## config.mk

```make
export PLATFORM = sky130hd
export DESIGN_NAME = output_frequency_detector
export DESIGN_NICKNAME = d
export VERILOG_FILES = /design/src/shared/freq_detect_pkg.sv /design/src/shared/term_route_if.sv /design/src/logic/output_frequency_detector.sv /design/src/logic/term_router.sv
export SDC_FILE = /design/constraint.sdc
export NUM_CORES = 1
export LEC_CHECK = 0
export BUFFER_PORTS_ARGS = -buffer_cell sky130_fd_sc_hd__buf_2
export CORE_ASPECT_RATIO = 0.7
export CORE_MARGIN = 5
export CORE_UTILIZATION = 40
export DETAILED_ROUTE_END_ITERATION = 16
export PLACE_DENSITY_LB_ADDON = 0.12
export SETUP_SLACK_MARGIN = 0.15
export SYNTH_ARGS = -nofsm -noshare
export SYNTH_HDL_FRONTEND = slang
export SYNTH_SLANG_ARGS = --single-unit
export TNS_END_PERCENT = 10
```

## constraint.sdc

```tcl
create_clock -name i_sys_clk -period 6.3 [get_ports i_sys_clk]
set_clock_uncertainty 0.2 [all_clocks]
set_input_delay 0.315 -clock i_sys_clk [delete_from_list [all_inputs] [get_ports i_sys_clk]]
set_output_delay 0.315 -clock i_sys_clk [all_outputs]
set_load 0.05 [all_outputs]
```

## src/shared/freq_detect_pkg.sv

```systemverilog
// constants and types for the output frequency detector
// assumes frequencies in 0.01 Hz units, percentages in whole percent
// Operation
// - up-to-frequency within sensitivity band of command
// - sensitivity 0 to 100 percent, default 10
// - code 1 positive, 101 negative up-to-frequency
// - reached flag when output at or above level
// - reverse level 9999 means use forward level
// - code 4 positive, 104 negative reached flag
// - both flags off during dc injection braking
// - compare frequency before slip compensation
// - settings writable only when display select zero; terminal select codes are registered every cycle regardless
// - codes 0-99 conduct when active, 100-199 not
package freq_detect_pkg;
  localparam int FREQ_W = 16;
  localparam logic [6:0] SENS_RESET = 7'h0a;
  localparam logic [6:0] SENS_MAX = 7'h64;
  localparam logic [15:0] FWD_LEVEL_RESET = 16'h0258;
  localparam logic [15:0] LEVEL_MAX = 16'h9c40;
  localparam logic [15:0] REV_SAME_CODE = 16'h270f;
  localparam logic [15:0] REV_LEVEL_RESET = 16'h270f;
  localparam logic [7:0] SEL_UP_TO_FREQ = 8'h01;
  localparam logic [7:0] SEL_FREQ_REACHED = 8'h04;
  localparam logic [7:0] SEL_NEG_OFFSET = 8'h64;
  localparam logic [7:0] SEL_NEG_MAX = 8'hc7;
  typedef enum logic [1:0] {
    SET_SENS,
    SET_FWD,
    SET_REV,
    SET_NONE
  } setting_sel_t;
endpackage

```

## src/shared/term_route_if.sv

```systemverilog
// carries both detection flags to the terminal router
// assumes one clock domain
`timescale 1ns/1ps
`default_nettype none
interface term_route_if;
  logic up_to_freq_flag;
  logic freq_reached_flag;
  modport source (output up_to_freq_flag, output freq_reached_flag);
  modport sink (input up_to_freq_flag, input freq_reached_flag);
endinterface
`default_nettype wire

```

## src/logic/output_frequency_detector.sv

```systemverilog
// output frequency detector: up-to-frequency and frequency-reached flags
// assumes frequency inputs come from logic on i_sys_clk
`timescale 1ns/1ps
`default_nettype none
module output_frequency_detector
  import freq_detect_pkg::*;
(
  input wire logic i_sys_clk,
  input wire logic i_resetn,
  input wire logic [FREQ_W-1:0] i_out_freq,
  input wire logic [FREQ_W-1:0] i_cmd_freq,
  input wire logic i_reverse,
  input wire logic i_dc_brake,
  input wire logic [7:0] i_extended_display_select,
  input wire logic i_set_wr,
  input wire logic [1:0] i_set_sel,
  input wire logic [15:0] i_set_data,
  input wire logic [7:0] i_terminal_select_a,
  input wire logic [7:0] i_terminal_select_b,
  output logic [6:0] o_up_to_freq_sensitivity,
  output logic [15:0] o_forward_detect_level,
  output logic [15:0] o_reverse_detect_level,
  output logic o_up_to_freq_flag,
  output logic o_freq_reached_flag,
  output logic o_terminal_a,
  output logic o_terminal_b
);
  // ----------------------------------------
  // settings
  // ----------------------------------------
  logic [6:0] sens_q, sens_d;
  logic [15:0] fwd_q, fwd_d, rev_q, rev_d;
  logic [7:0] sel_a_q, sel_b_q;
  logic wr_ok;
  setting_sel_t sel;
  always_comb begin
    sens_d = sens_q;
    fwd_d = fwd_q;
    rev_d = rev_q;
    sel = setting_sel_t'(i_set_sel);
    wr_ok = i_set_wr && (i_extended_display_select == 8'h00);
    if (wr_ok) begin
      case (sel)
        SET_SENS: begin
          if (i_set_data <= {9'h000, SENS_MAX}) sens_d = i_set_data[6:0];
        end
        SET_FWD: begin
          if (i_set_data <= LEVEL_MAX) fwd_d = i_set_data;
        end
        SET_REV: begin
          if (i_set_data <= LEVEL_MAX || i_set_data == REV_SAME_CODE) rev_d = i_set_data;
        end
        default: begin
        end
      endcase
    end
  end
  always_ff @(posedge i_sys_clk) begin
    if (!i_resetn) begin
      sens_q <= SENS_RESET;
      fwd_q <= FWD_LEVEL_RESET;
      rev_q <= REV_LEVEL_RESET;
      sel_a_q <= 8'h00;
      sel_b_q <= 8'h00;
    end else begin
      sens_q <= sens_d;
      fwd_q <= fwd_d;
      rev_q <= rev_d;
      sel_a_q <= i_terminal_select_a;
      sel_b_q <= i_terminal_select_b;
    end
  end
  // ----------------------------------------
  // comparisons
  // ----------------------------------------
  logic su_d, fu_d, su_q, fu_q;
  logic [15:0] level;
  logic [15:0] diff;
  logic [23:0] band;
  logic [23:0] diff_scaled;
  always_comb begin
    // i_out_freq is the uncompensated magnitude
    level = (i_reverse && rev_q != REV_SAME_CODE) ? rev_q : fwd_q;
    diff = (i_out_freq >= i_cmd_freq) ? 16'(i_out_freq - i_cmd_freq)
                                      : 16'(i_cmd_freq - i_out_freq);
    band = 24'(i_cmd_freq) * 24'(sens_q);
    diff_scaled = 24'(diff) * 24'd100;
    su_d = (diff_scaled <= band) && !i_dc_brake;
    fu_d = (i_out_freq >= level) && !i_dc_brake;
  end
  always_ff @(posedge i_sys_clk) begin
    if (!i_resetn) begin
      su_q <= 1'b0;
      fu_q <= 1'b0;
    end else begin
      su_q <= su_d;
      fu_q <= fu_d;
    end
  end
  // ----------------------------------------
  // terminal routing
  // ----------------------------------------
  term_route_if flags_if();
  assign flags_if.up_to_freq_flag = su_q;
  assign flags_if.freq_reached_flag = fu_q;
  logic term_a_d, term_b_d, term_a_q, term_b_q;
  term_router u_route_a (
    .i_code(sel_a_q),
    .flags(flags_if.sink),
    .o_conduct(term_a_d)
  );
  term_router u_route_b (
    .i_code(sel_b_q),
    .flags(flags_if.sink),
    .o_conduct(term_b_d)
  );
  always_ff @(posedge i_sys_clk) begin
    if (!i_resetn) begin
      term_a_q <= 1'b0;
      term_b_q <= 1'b0;
    end else begin
      term_a_q <= term_a_d;
      term_b_q <= term_b_d;
    end
  end
  assign o_up_to_freq_sensitivity = sens_q;
  assign o_forward_detect_level = fwd_q;
  assign o_reverse_detect_level = rev_q;
  assign o_up_to_freq_flag = su_q;
  assign o_freq_reached_flag = fu_q;
  assign o_terminal_a = term_a_q;
  assign o_terminal_b = term_b_q;
  // ----------------------------------------
  // checks
  // ----------------------------------------
  brake_off_a: assert property (@(posedge i_sys_clk) disable iff (!i_resetn)
    $past(i_dc_brake) |-> !su_q && !fu_q) else $error("flag set during dc brake");
  reach_fwd_a: assert property (@(posedge i_sys_clk) disable iff (!i_resetn)
    (!i_dc_brake && !i_reverse && i_out_freq >= fwd_q) |=> fu_q)
    else $error("reached flag missing");
  reach_rev_a: assert property (@(posedge i_sys_clk) disable iff (!i_resetn)
    (!i_dc_brake && i_reverse && rev_q != REV_SAME_CODE && i_out_freq < rev_q) |=> !fu_q)
    else $error("reverse level ignored");
  write_lock_a: assert property (@(posedge i_sys_clk) disable iff (!i_resetn)
    (i_extended_display_select != 8'h00) |=> $stable(fwd_q) && $stable(rev_q) && $stable(sens_q))
    else $error("setting changed while locked");
  sens_range_a: assert property (@(posedge i_sys_clk) disable iff (!i_resetn)
    sens_q <= SENS_MAX) else $error("sensitivity out of range");
  up_band_a: assert property (@(posedge i_sys_clk) disable iff (!i_resetn)
    (!i_dc_brake && i_out_freq == i_cmd_freq) |=> su_q) else $error("up flag missing");
  term_pos_a: assert property (@(posedge i_sys_clk) disable iff (!i_resetn)
    (sel_a_q == SEL_FREQ_REACHED && $stable(sel_a_q)) |=> term_a_q == $past(fu_q))
    else $error("terminal a not following reached flag");
  term_neg_a: assert property (@(posedge i_sys_clk) disable iff (!i_resetn)
    (sel_b_q == 8'(SEL_UP_TO_FREQ + SEL_NEG_OFFSET)) |=> term_b_q == !$past(su_q))
    else $error("terminal b not inverted");

  // ----------------------------------------
  // further checks
  // ----------------------------------------
  reach_below_a: assert property (@(posedge i_sys_clk) disable iff (!i_resetn)
    (!i_reverse && i_out_freq < fwd_q) |=> !fu_q)
    else $error("reached flag below level");
  reach_same_a: assert property (@(posedge i_sys_clk) disable iff (!i_resetn)
    (!i_dc_brake && i_reverse && rev_q == REV_SAME_CODE && i_out_freq >= fwd_q) |=> fu_q)
    else $error("forward level not used in reverse");
  reach_rev_hi_a: assert property (@(posedge i_sys_clk) disable iff (!i_resetn)
    (!i_dc_brake && i_reverse && rev_q != REV_SAME_CODE && i_out_freq >= rev_q) |=> fu_q)
    else $error("reverse reached flag missing");
  up_none_a: assert property (@(posedge i_sys_clk) disable iff (!i_resetn)
    (sens_q == 7'h00 && i_out_freq != i_cmd_freq) |=> !su_q)
    else $error("up flag outside zero band");

  write_fwd_a: assert property (@(posedge i_sys_clk) disable iff (!i_resetn)
    (i_set_wr && i_extended_display_select == 8'h00 && i_set_sel == 2'h1
      && i_set_data <= LEVEL_MAX) |=> fwd_q == $past(i_set_data))
    else $error("forward level write lost");
  write_sens_a: assert property (@(posedge i_sys_clk) disable iff (!i_resetn)
    (i_set_wr && i_extended_display_select == 8'h00 && i_set_sel == 2'h0
      && i_set_data <= {9'h000, SENS_MAX}) |=> sens_q == $past(i_set_data[6:0]))
    else $error("sensitivity write lost");
  sens_refuse_a: assert property (@(posedge i_sys_clk) disable iff (!i_resetn)
    (i_set_sel == 2'h0 && i_set_data > {9'h000, SENS_MAX}) |=> $stable(sens_q))
    else $error("sensitivity out of range taken");
  level_refuse_a: assert property (@(posedge i_sys_clk) disable iff (!i_resetn)
    (i_set_data > LEVEL_MAX) |=> $stable(fwd_q) && $stable(rev_q))
    else $error("level out of range taken");
  rev_same_wr_a: assert property (@(posedge i_sys_clk) disable iff (!i_resetn)
    (i_set_wr && i_extended_display_select == 8'h00 && i_set_sel == 2'h2
      && i_set_data == REV_SAME_CODE) |=> rev_q == REV_SAME_CODE)
    else $error("same-as-forward code lost");

  term_up_pos_a: assert property (@(posedge i_sys_clk) disable iff (!i_resetn)
    (sel_a_q == SEL_UP_TO_FREQ) |=> term_a_q == $past(su_q))
    else $error("terminal a not following up flag");
  term_fu_neg_a: assert property (@(posedge i_sys_clk) disable iff (!i_resetn)
    (sel_b_q == 8'(SEL_FREQ_REACHED + SEL_NEG_OFFSET)) |=> term_b_q == !$past(fu_q))
    else $error("terminal b not inverting reached flag");
  term_a_idle_a: assert property (@(posedge i_sys_clk) disable iff (!i_resetn)
    (sel_a_q == 8'h00) |=> !term_a_q)
    else $error("terminal a conducts with no function");
  term_b_idle_a: assert property (@(posedge i_sys_clk) disable iff (!i_resetn)
    (sel_b_q == 8'h00) |=> !term_b_q)
    else $error("terminal b conducts with no function");
endmodule
`default_nettype wire

```

## src/logic/term_router.sv

```systemverilog
// routes a flag to one output terminal by selection code
// assumes code registered by the caller
`timescale 1ns/1ps
`default_nettype none
module term_router
  import freq_detect_pkg::*;
(
  input wire logic [7:0] i_code,
  term_route_if.sink flags,
  output logic o_conduct
);
  logic base_hit;
  logic neg;
  logic [7:0] base;
  always_comb begin
    neg = (i_code >= SEL_NEG_OFFSET) && (i_code <= SEL_NEG_MAX);
    base = neg ? 8'(i_code - SEL_NEG_OFFSET) : i_code;
    if (base == SEL_UP_TO_FREQ) begin
      base_hit = flags.up_to_freq_flag;
    end else if (base == SEL_FREQ_REACHED) begin
      base_hit = flags.freq_reached_flag;
    end else begin
      base_hit = 1'b0;
    end
    o_conduct = neg ? ~base_hit : base_hit;
  end
endmodule
`default_nettype wire

```

==> metrics.cfg, run 1 <==
[status]
status = complete, but fails checks
violations = negative setup slack

[timing]
slew_violations = 0
hold_ws_ns = 0.00609
hold_viol = 0
fin_ws_ns = -0.0336
fin_crit_ns = 6.33
rsz0062_at_grt = yes
setup_viol = 1
tns_ns = -0.0336
max_slew_margin_pct = 24.2
fin_crit_sh_pct = 101
worst_pin_slew_ns = 1.14
max_freq_mhz = 158

[worst_setup_path]
timing.rr.start = o_up_to_freq_sensitivity[4]
critPathBufInv = 7
cp_common_cell = ha_1
required_ns = 6.38
cp_top_family = adder cells
worstSetupPathDepth = 31
slowest_stage = fa_1
crit_path_max_incr_delay_ns = 0.49
crit_path_end_kind = flop
timing.rr.end = o_up_to_freq_flag
r2r_slack_ns = 0.24
critPathArrivalTime_ns = 6.41
critPathKind = in -> reg
ff2ff_path_depth = 21
cp-start-kind = input pin
cp_max_fo = 5

[placed_design]
dp_hpwl_um = 25200
dpl_cell_area_sq_mm = 0.0121
place_inst = 1774
portBuffers = 121
gp_congestion = 0.894

[synthesis]
synth_edf_count = 0
yosys.area.top_type = ha_1
synth_seq_cells = 59
syn_inst = 1224
muxShareOfSynthArea_pct = 2.59
netlist.area_leader.share_pct = 20.4
synth_area_per_cell_sq_um = 8.24
syn_area_sq_mm = 0.0101
yosys.area_share.simple_pct = 18.1
yosysWarnings = 0
synthAdderAreaFrac_pct = 36.6
ys_async_sr_fraction_pct = 0
ys_types = 75
yosysSeqAreaShare_pct = 11.7
synthTopCellsByArea = ha_1 20%, fa_1 16%, dfxtp_1 12%
synth_top_family_by_area = adder cells
synth_fp_nets = 1549
synth_compound_area_share_pct = 17.8
ys.flop_type = dfxtp_1
synth-xor-area-share_pct = 4.78

[cells_and_area]
finish.utilization_pct = 52.8
seq_area_sq_mm = 0.00118
fill_cells = 2372
finalNonFillerCells = 1820
diodes = 0
nNetsFinal = 1816
syn2layout_area_growth_pct = 29.6
drive_above_1_share_pct = 25.7
multi_input_area_sq_mm = 0.00845
fin_area_sq_mm = 0.0131

[drt]
ant_nets = 0
drc = 0
wl_per_cell_um = 16.4
dr.pass1.iters = 5
viasPerCell = 5.13
drt_iter0_drc = 586
via_count = 9341
routed_wl_um = 29900

[power]
powerDensity_mw_per_mm2 = 400
power.leakage_nw = 6.70
worst_ir_drop_vdd_uv = 416

[clock_network]
cts_buffer_depth = 2
cts_sinks = 59
root_buffer = clkbuf_16
h-tree-depth = 3
tritoncts = done
clock_latency_ns = 0.33
cts_made_buffers = 9
path_clk_slew_ns = 0.06

[global_routing]
grt_max_degree = 59
grt_pass1_vias = 9010
gr-total-overflow = 0
antenna_found_initial = 0
grt.total_usage_pct = 20.7
grt_pass1_wl_um = 47600

[floorplan]
die-area_sq_mm = 0.0285
io_pins = 122
coreArea_sq_mm = 0.0247
start_util_pct = 40.7
chipHeight_um = 143
num_rows = 48
die_w_um = 200

[run]
drv_cap = 0

[hold_path]
hp-class = in -> reg
hp-start = i_terminal_select_a[6]
hold_depth = 2
hold_path_end = sel_a_q[6]

-- stage by stage --
stage | power, mW | setup slack (ns)
2_1_floorplan | 2.99 | 0.150
3_3_place_gp | 4.29 | -0.457
3_5_place_dp | 4.35 | -0.679
4_1_cts | 5.13 | 0.0938
5_1_grt | 5.70 | -0.216
6_report | 5.22 | -0.0336
-- synth_stat cells, types with 5 or more instances --
library cell / n
inv_1: 171
nand2_1: 165
ha_1: 164
fa_1: 82
dfxtp_1: 59
and2_1: 58
a21oi_1: 49
nor2_1: 47
o21ai_0: 42
a21o_1: 41
xnor2_1: 30
nand3_1: 28
clkbuf_1: 25
mux2i_1: 25
xor2_1: 25
o21a_1: 17
a21boi_0: 14
nor3_1: 14
nor2b_1: 13
nand2b_1: 11
nand4_1: 10
a31oi_1: 9
a211oi_1: 7
or4_1: 7
o211ai_1: 6
o21bai_1: 6
a21boi_2: 5
buf_2: 5
nor3b_1: 5
o31ai_1: 5
-- flip-flops by register name, summed over array words and instances (netlist names) --
name	flops
o_forward_detect_level	16
o_reverse_detect_level	16
sel_a_q	8
sel_b_q	8
o_up_to_freq_sensitivity	7
o_freq_reached_flag	1
o_terminal_a	1
o_terminal_b	1
o_up_to_freq_flag	1
-- metal layers --
metal	global-route usage (%)	wire length [um]	up-vias
li1	-	-	4657
met1	33.7	15800	4454
met2	29.3	12100	219
met3	3.02	1740	11
met4	2.36	155	0
met5	0	0	-
-- worst max path at each step --
| stage | to | slack, ns | start |
|---|---|---|---|
| after floorplan | o_up_to_freq_flag | 0.15 | i_out_freq[0] |
| after global placement | o_up_to_freq_flag | -0.46 | i_out_freq[0] |
| after detailed placement | o_up_to_freq_flag | -0.68 | i_out_freq[0] |
| after CTS | o_up_to_freq_flag | 0.09 | i_out_freq[0] |
| after global routing | o_up_to_freq_flag | -0.22 | i_out_freq[0] |
| final | o_up_to_freq_flag | -0.03 | i_out_freq[0] |
-- cells by family after synthesis --
group | Yosys count
AND/OR/NAND/NOR | 378
XOR/XNOR | 55
flip-flops | 59
AO/OA/AOI/OAI | 251
multiplexers | 26
buffers and inverters | 209
adder cells (fa/ha/maj) | 246
-- timing repair --
| item | 4_1_cts | 5_1_grt |
|---|---|---|
| buffers inserted | 13 | 4 |
| endpoints found under the hold margin | 12 | 0 |
| hold buffers | 12 | 0 |
| resized for setup | 55 | 19 |
| gates cloned | 2 | 0 |
| pin swaps | 38 | 21 |
| endpoints found under the setup margin | 1 | 1 |
-- placed cells by master (no fill, tap or decap), types with 13 or more instances in the layout --
cell      Yosys  final
xor2_1       25     20
inv_1       171    161
a21boi_0     14     14
nand3_1      28     27
nor2_1       47     46
a21o_1       41     41
buf_4         3    158
xnor2_1      30     29
ha_4          0     13
mux2i_1      25     25
nand2_1     165    162
ha_1        164    149
o21ai_0      42     38
fa_1         82     81
and2_1       58     58
dfxtp_1      59     56
a21oi_1      49     46
buf_2         5    113
o21a_1       17     17
-- power breakdown --
group,switching [mW],internal [mW]
logic,2.20,2.12
clock network,0.174,0.343
registers,0.0101,0.382
total,2.38,2.84
-- final cells by class --
cell class	count	share of cell area [%]
inverters	171	4.93
flip-flops and latches	59	9.07
clock buffers	10	1.75
repair buffers	294	15.8
clock inverters	5	0.604
well taps	325	3.11
multi-input cells	956	64.7
Note: power is estimated with default switching activity, not from simulation.
==> inputs of run 2 (changes only) <==
--- a/config.mk
+++ b/config.mk
@@ -11,6 +11,7 @@
 export CORE_UTILIZATION = 40
 export DETAILED_ROUTE_END_ITERATION = 16
 export PLACE_DENSITY_LB_ADDON = 0.12
+export RECOVER_POWER = 50
 export SETUP_SLACK_MARGIN = 0.15
 export SYNTH_ARGS = -nofsm -noshare
 export SYNTH_HDL_FRONTEND = slang
==> run 2 against run 1 <==
Net effect: the flow still finishes with violations (negative setup slack); die area stayed put; sequential power about the same; routed wire length fell by 0.24%; combinational power hardly changed; first-iteration DRC count up 2.6%; flip-flop and latch count unchanged; utilization is 0.17 points lower; critical path type unchanged; critical endpoint unchanged; largest cell class unchanged.
==> metrics.cfg, run 2 (synthesis gave the netlist of run 1 again) <==
[clock_network]
cts_buffer_depth = 2
cts_sinks = 59
h-tree-depth = 3
root_buffer = clkbuf_16
tritoncts = done
path_clk_slew_ns = 0.06
cts_made_buffers = 9
clock_latency_ns = 0.33

[timing]
rsz0062_at_grt = yes
fin_crit_sh_pct = 101
fin_ws_ns = -0.0366
hold_viol = 0
fin_crit_ns = 6.34
slew_violations = 0
hold_ws_ns = 0.00632
setup_viol = 1
max_freq_mhz = 158
worst_pin_slew_ns = 1.14
max_slew_margin_pct = 23.9

[placed_design]
dp_slack_ns = -0.679
portBuffers = 121
gp_congestion = 0.894
dp_hpwl_um = 25200

[drt]
wl_per_cell_um = 16.4
drt_iter0_drc = 601
dr.pass1.iters = 5
via_count = 9360
drc = 0
ant_nets = 0
routed_wl_um = 29800
viasPerCell = 5.14

[worst_setup_path]
ff2ff_path_depth = 21
cp_common_cell = ha_1
required_ns = 6.38
crit_path_max_incr_delay_ns = 0.49
cp_max_fo = 5
r2r_slack_ns = 0.23
slowest_stage = fa_1
timing.rr.end = o_up_to_freq_flag
cp-start-kind = input pin
crit_path_end_kind = flop
critPathArrivalTime_ns = 6.41
critPathKind = in -> reg
timing.rr.start = o_up_to_freq_sensitivity[4]

[global_routing]
gr-total-overflow = 0
grt_pass1_wl_um = 47600
antenna_found_initial = 0
grt_max_degree = 59
grt_pass1_vias = 9010
grt.total_usage_pct = 20.7

[floorplan]
chipHeight_um = 143
start_util_pct = 40.7
coreArea_sq_mm = 0.0247
die-area_sq_mm = 0.0285
num_rows = 48
die_w_um = 200
io_pins = 122

[hold_path]
hold_depth = 2
hp-start = i_terminal_select_a[6]
hold_path_end = sel_a_q[6]
hp-class = in -> reg

[cells_and_area]
final_common_cell = nand2_1
fill_cells = 2390
finish.utilization_pct = 52.6
syn2layout_area_growth_pct = 29.1
nNetsFinal = 1816
drive_above_1_share_pct = 23.4
final_cell_mix = 162 x nand2_1, 161 x inv_1, 158 x buf_4
diodes = 0

[power]
worst_ir_drop_vdd_uv = 416
power.leakage_nw = 6.59
powerDensity_mw_per_mm2 = 401

[status]
status = complete, but fails checks
violations = negative setup slack

[run]
drv_cap = 0

run 2: cell count changes in the layout (fill, tap and decap cells not counted):
cell and change:
and2_0 +3, and2_1 -3, buf_2 -34, clkbuf_1 +34
run 2: how the worst max path moves through the flow:
stage                        startpoint                 to  depth (start not counted)
after CTS                 i_out_freq[0]  o_up_to_freq_flag                         31
after floorplan           i_out_freq[0]  o_up_to_freq_flag                         29
after global placement    i_out_freq[0]  o_up_to_freq_flag                         30
final                     i_out_freq[0]  o_up_to_freq_flag                         31
after global routing      i_out_freq[0]  o_up_to_freq_flag                         31
after detailed placement  i_out_freq[0]  o_up_to_freq_flag                         30
run 2: report_power, final:
group | leakage (nW) | total, mW | switching (mW) | internal, mW
clock | 0.152 | 0.519 | 0.176 | 0.343
combinational | 5.95 | 4.31 | 2.20 | 2.12
sequential | 0.482 | 0.392 | 0.0101 | 0.382
total | 6.59 | 5.22 | 2.38 | 2.84
run 2: timing repair:
item / CTS / global route
pin swaps: 38 / 21
endpoints found under the setup margin: 1 / 1
cloned: 2 / 0
gates resized for setup: 55 / 19
endpoints found under the hold margin: 12 / 0
hold buffers: 12 / 0
buffers inserted: 13 / 4
run 2: area by class of cell:
class / instances / area (sq um) / area share, %
Clock inverter: 5 / 78.8 / 0.605
Multi-Input combinational cell: 956 / 8450 / 64.9
Timing Repair Buffer: 294 / 2020 / 15.5
Inverter: 171 / 644 / 4.95
Clock buffer: 10 / 229 / 1.76
Sequential cell: 59 / 1180 / 9.10
Tap cell: 325 / 407 / 3.12
run 2: worst max-delay path, delay by kind of cell:
family,cells,cell delay (ns)
compound gates,9,1.90
xor+xnor,2,0.38
fa+ha+maj,7,1.97
buf+inv,7,0.61
mux,1,0.12
simple gates,5,1.08
run 2: metrics by stage:
stage / cell area, sq um / instances / setup TNS [ns] / power, mW
floorplan: 10200 / 1224 / 0 / 2.99
global placement: 12100 / 1774 / -0.457 / 4.29
detailed placement: 12100 / 1774 / -0.679 / 4.35
CTS: 12900 / 1816 / 0 / 5.13
global route: 13000 / 1820 / -0.216 / 5.70
finish: 13000 / 1820 / -0.0366 / 5.22
run 2: metal layers:
metal / wire length (um) / global-route usage, % / up-vias
li1: - / - / 4661
met1: 15800 / 33.7 / 4472
met2: 12100 / 29.3 / 219
met3: 1770 / 3.02 / 8
met4: 133 / 2.36 / 0
met5: 0 / 0 / -
==> inputs of run 3 (changes only) <==
--- a/config.mk
+++ b/config.mk
@@ -7,7 +7,7 @@
 export LEC_CHECK = 0
 export BUFFER_PORTS_ARGS = -buffer_cell sky130_fd_sc_hd__buf_2
 export CORE_ASPECT_RATIO = 0.7
-export CORE_MARGIN = 5
+export CORE_MARGIN = 4
 export CORE_UTILIZATION = 40
 export DETAILED_ROUTE_END_ITERATION = 16
 export PLACE_DENSITY_LB_ADDON = 0.12
==> run 3 against run 2 <==
Net effect: the run still ends with negative setup slack left; critical path type unchanged; largest cell class unchanged; sequential power about the same; register-to-register slack worse by 0.16 ns; die area down 2.4%; non-clock buffer count up 16; cell count up 0.93%; sequential share of layout area down 0.065 points; critical endpoint unchanged; worst hold slack better by 0.0060 ns; largest power group unchanged; final area up 0.62%; combinational power about the same.
==> metrics.cfg, run 3 (synthesis gave the netlist of run 1 again) <==
[floorplan]
chipHeight_um = 141
die_w_um = 198
coreArea_sq_mm = 0.0247
io_pins = 122
die-area_sq_mm = 0.0278
num_rows = 48
start_util_pct = 40.7

[clock_network]
tritoncts = done
path_clk_slew_ns = 0.06
h-tree-depth = 3
cts_buffer_depth = 2
clock_latency_ns = 0.33
root_buffer = clkbuf_16
cts_made_buffers = 9
cts_sinks = 59

[timing]
worst_pin_slew_ns = 1.22
max_slew_margin_pct = 18.4
fin_ws_ns = -0.176
slew_violations = 0
setup_viol = 1
hold_viol = 0
rsz0062_at_grt = yes
max_freq_mhz = 154
tns_ns = -0.176
fin_crit_sh_pct = 103
fin_crit_ns = 6.48

[worst_setup_path]
r2r_slack_ns = 0.07
critPathArrivalTime_ns = 6.56
cp_top_family = adder cells
required_ns = 6.39
crit_path_max_incr_delay_ns = 0.48
cp-start-kind = input pin
cp_max_fo = 8
critPathKind = in -> reg
ff2ff_path_depth = 19
cp_common_cell = ha_1
crit_path_end_kind = flop
slowest_stage = fa_1
timing.rr.start = o_up_to_freq_sensitivity[4]
critPathBufInv = 5
timing.rr.end = o_up_to_freq_flag

[global_routing]
grtUsageMet3_pct = 3.08
grt.total_usage_pct = 21.3
grt_pass1_vias = 8971
antenna_found_initial = 0
grt_pass1_wl_um = 48200
busiest_layer = met1
grt_max_degree = 59
gr-total-overflow = 0
use_met2_pct = 31.3
use_met1_pct = 33.8

[power]
p_int_mw = 2.82
seq_power_share_pct = 7.5
clkPwrFrac_pct = 9.7
power.switching_mw = 2.39
powerDensity_mw_per_mm2 = 397
total_power_mw = 5.21
power.leakage_nw = 6.64
p_comb_share_pct = 82.7
worst_ir_drop_vdd_uv = 415
swShare_pct = 45.9

[cells_and_area]
finalNonFillerCells = 1837
final_common_cell = buf_4
drive_above_1_share_pct = 23.7
fill_cells = 2372
fin_area_sq_mm = 0.0131
diodes = 0
syn2layout_area_growth_pct = 29.9
nNetsFinal = 1832
final_cell_mix = 169 x buf_4, 166 x inv_1, 163 x nand2_1

[placed_design]
portBuffers = 121
place_inst = 1786
dp_hpwl_um = 25100
gp_congestion = 0.865
dpl_cell_area_sq_mm = 0.0122
dp_slack_ns = -0.526

[drt]
ant_nets = 0
via_count = 9379
viasPerCell = 5.11
drt_iter0_drc = 568
drc = 0
dr.pass1.iters = 5
routed_wl_um = 30000
wl_per_cell_um = 16.3

[hold_path]
hp-start = i_terminal_select_a[3]
hp-class = in -> reg
hold_path_end = sel_a_q[3]
hold_depth = 2

[run]
drv_cap = 0

[status]
status = complete, but fails checks
violations = negative setup slack

-- run 3: changes by cell type in the layout (fill, tap and decap cells not counted), sizes merged --
cell / previous run / this run
dlygate4sd3: 12 / 15
clkbuf: 45 / 46
clkinv: 3 / 1
clkinvlp: 0 / 4
buf: 247 / 259
bufinv: 2 / 1
-- run 3: worst max-delay path by stage --
stage,start,to,depth (start not counted)
floorplan,i_out_freq[0],o_up_to_freq_flag,29
finish,i_out_freq[1],o_up_to_freq_flag,28
global placement,i_out_freq[0],o_up_to_freq_flag,30
CTS,i_out_freq[0],o_up_to_freq_flag,30
detailed placement,i_out_freq[0],o_up_to_freq_flag,30
global route,i_out_freq[1],o_up_to_freq_flag,28
-- run 3: power by group through the flow --
stage	logic (mW)	clock network (mW)	registers, mW
floorplan	2.59	0	0.404
global placement	3.92	0	0.400
detailed placement	3.95	0	0.400
CTS	4.04	0.518	0.392
global route	4.79	0.531	0.393
finish	4.31	0.507	0.392
-- run 3: cell type report --
type	count	area (sq um)	area share, %
clock inverter	6	65.1	0.497
sequential	59	1180	9.04
multi-input combinational	956	8440	64.4
clock buffer	10	239	1.82
inverter	171	644	4.92
timing repair buffer	310	2120	16.2
tap	325	407	3.10
-- run 3: stage by stage --
stage / util [%] / hold WS [ns]
floorplan: - / 0.239
finish: 52.9 / 0.0123
CTS: 51.5 / 0.000819
detailed placement: 49.4 / 0.271
global route: 52.9 / 0.0118
global placement: 49.4 / 0.263
-- run 3: timing repair --
| item | in CTS | in global routing |
|---|---|---|
| cloned | 0 | 2 |
| pin swaps | 8 | 42 |
| endpoints found under the setup margin | 1 | 1 |
| hold endpoints to repair | 15 | 0 |
| resized for setup | 10 | 46 |
| setup buffers | 4 | 14 |
| hold buffers | 15 | 0 |
-- run 3: per-layer routing --
| layer | vias up | share of wire [%] |
|---|---|---|
| met5 | - | 0 |
| met4 | 0 | 0.58 |
| met3 | 18 | 5.4 |
| met2 | 213 | 42 |
| met1 | 4458 | 52 |
| li1 | 4690 | - |
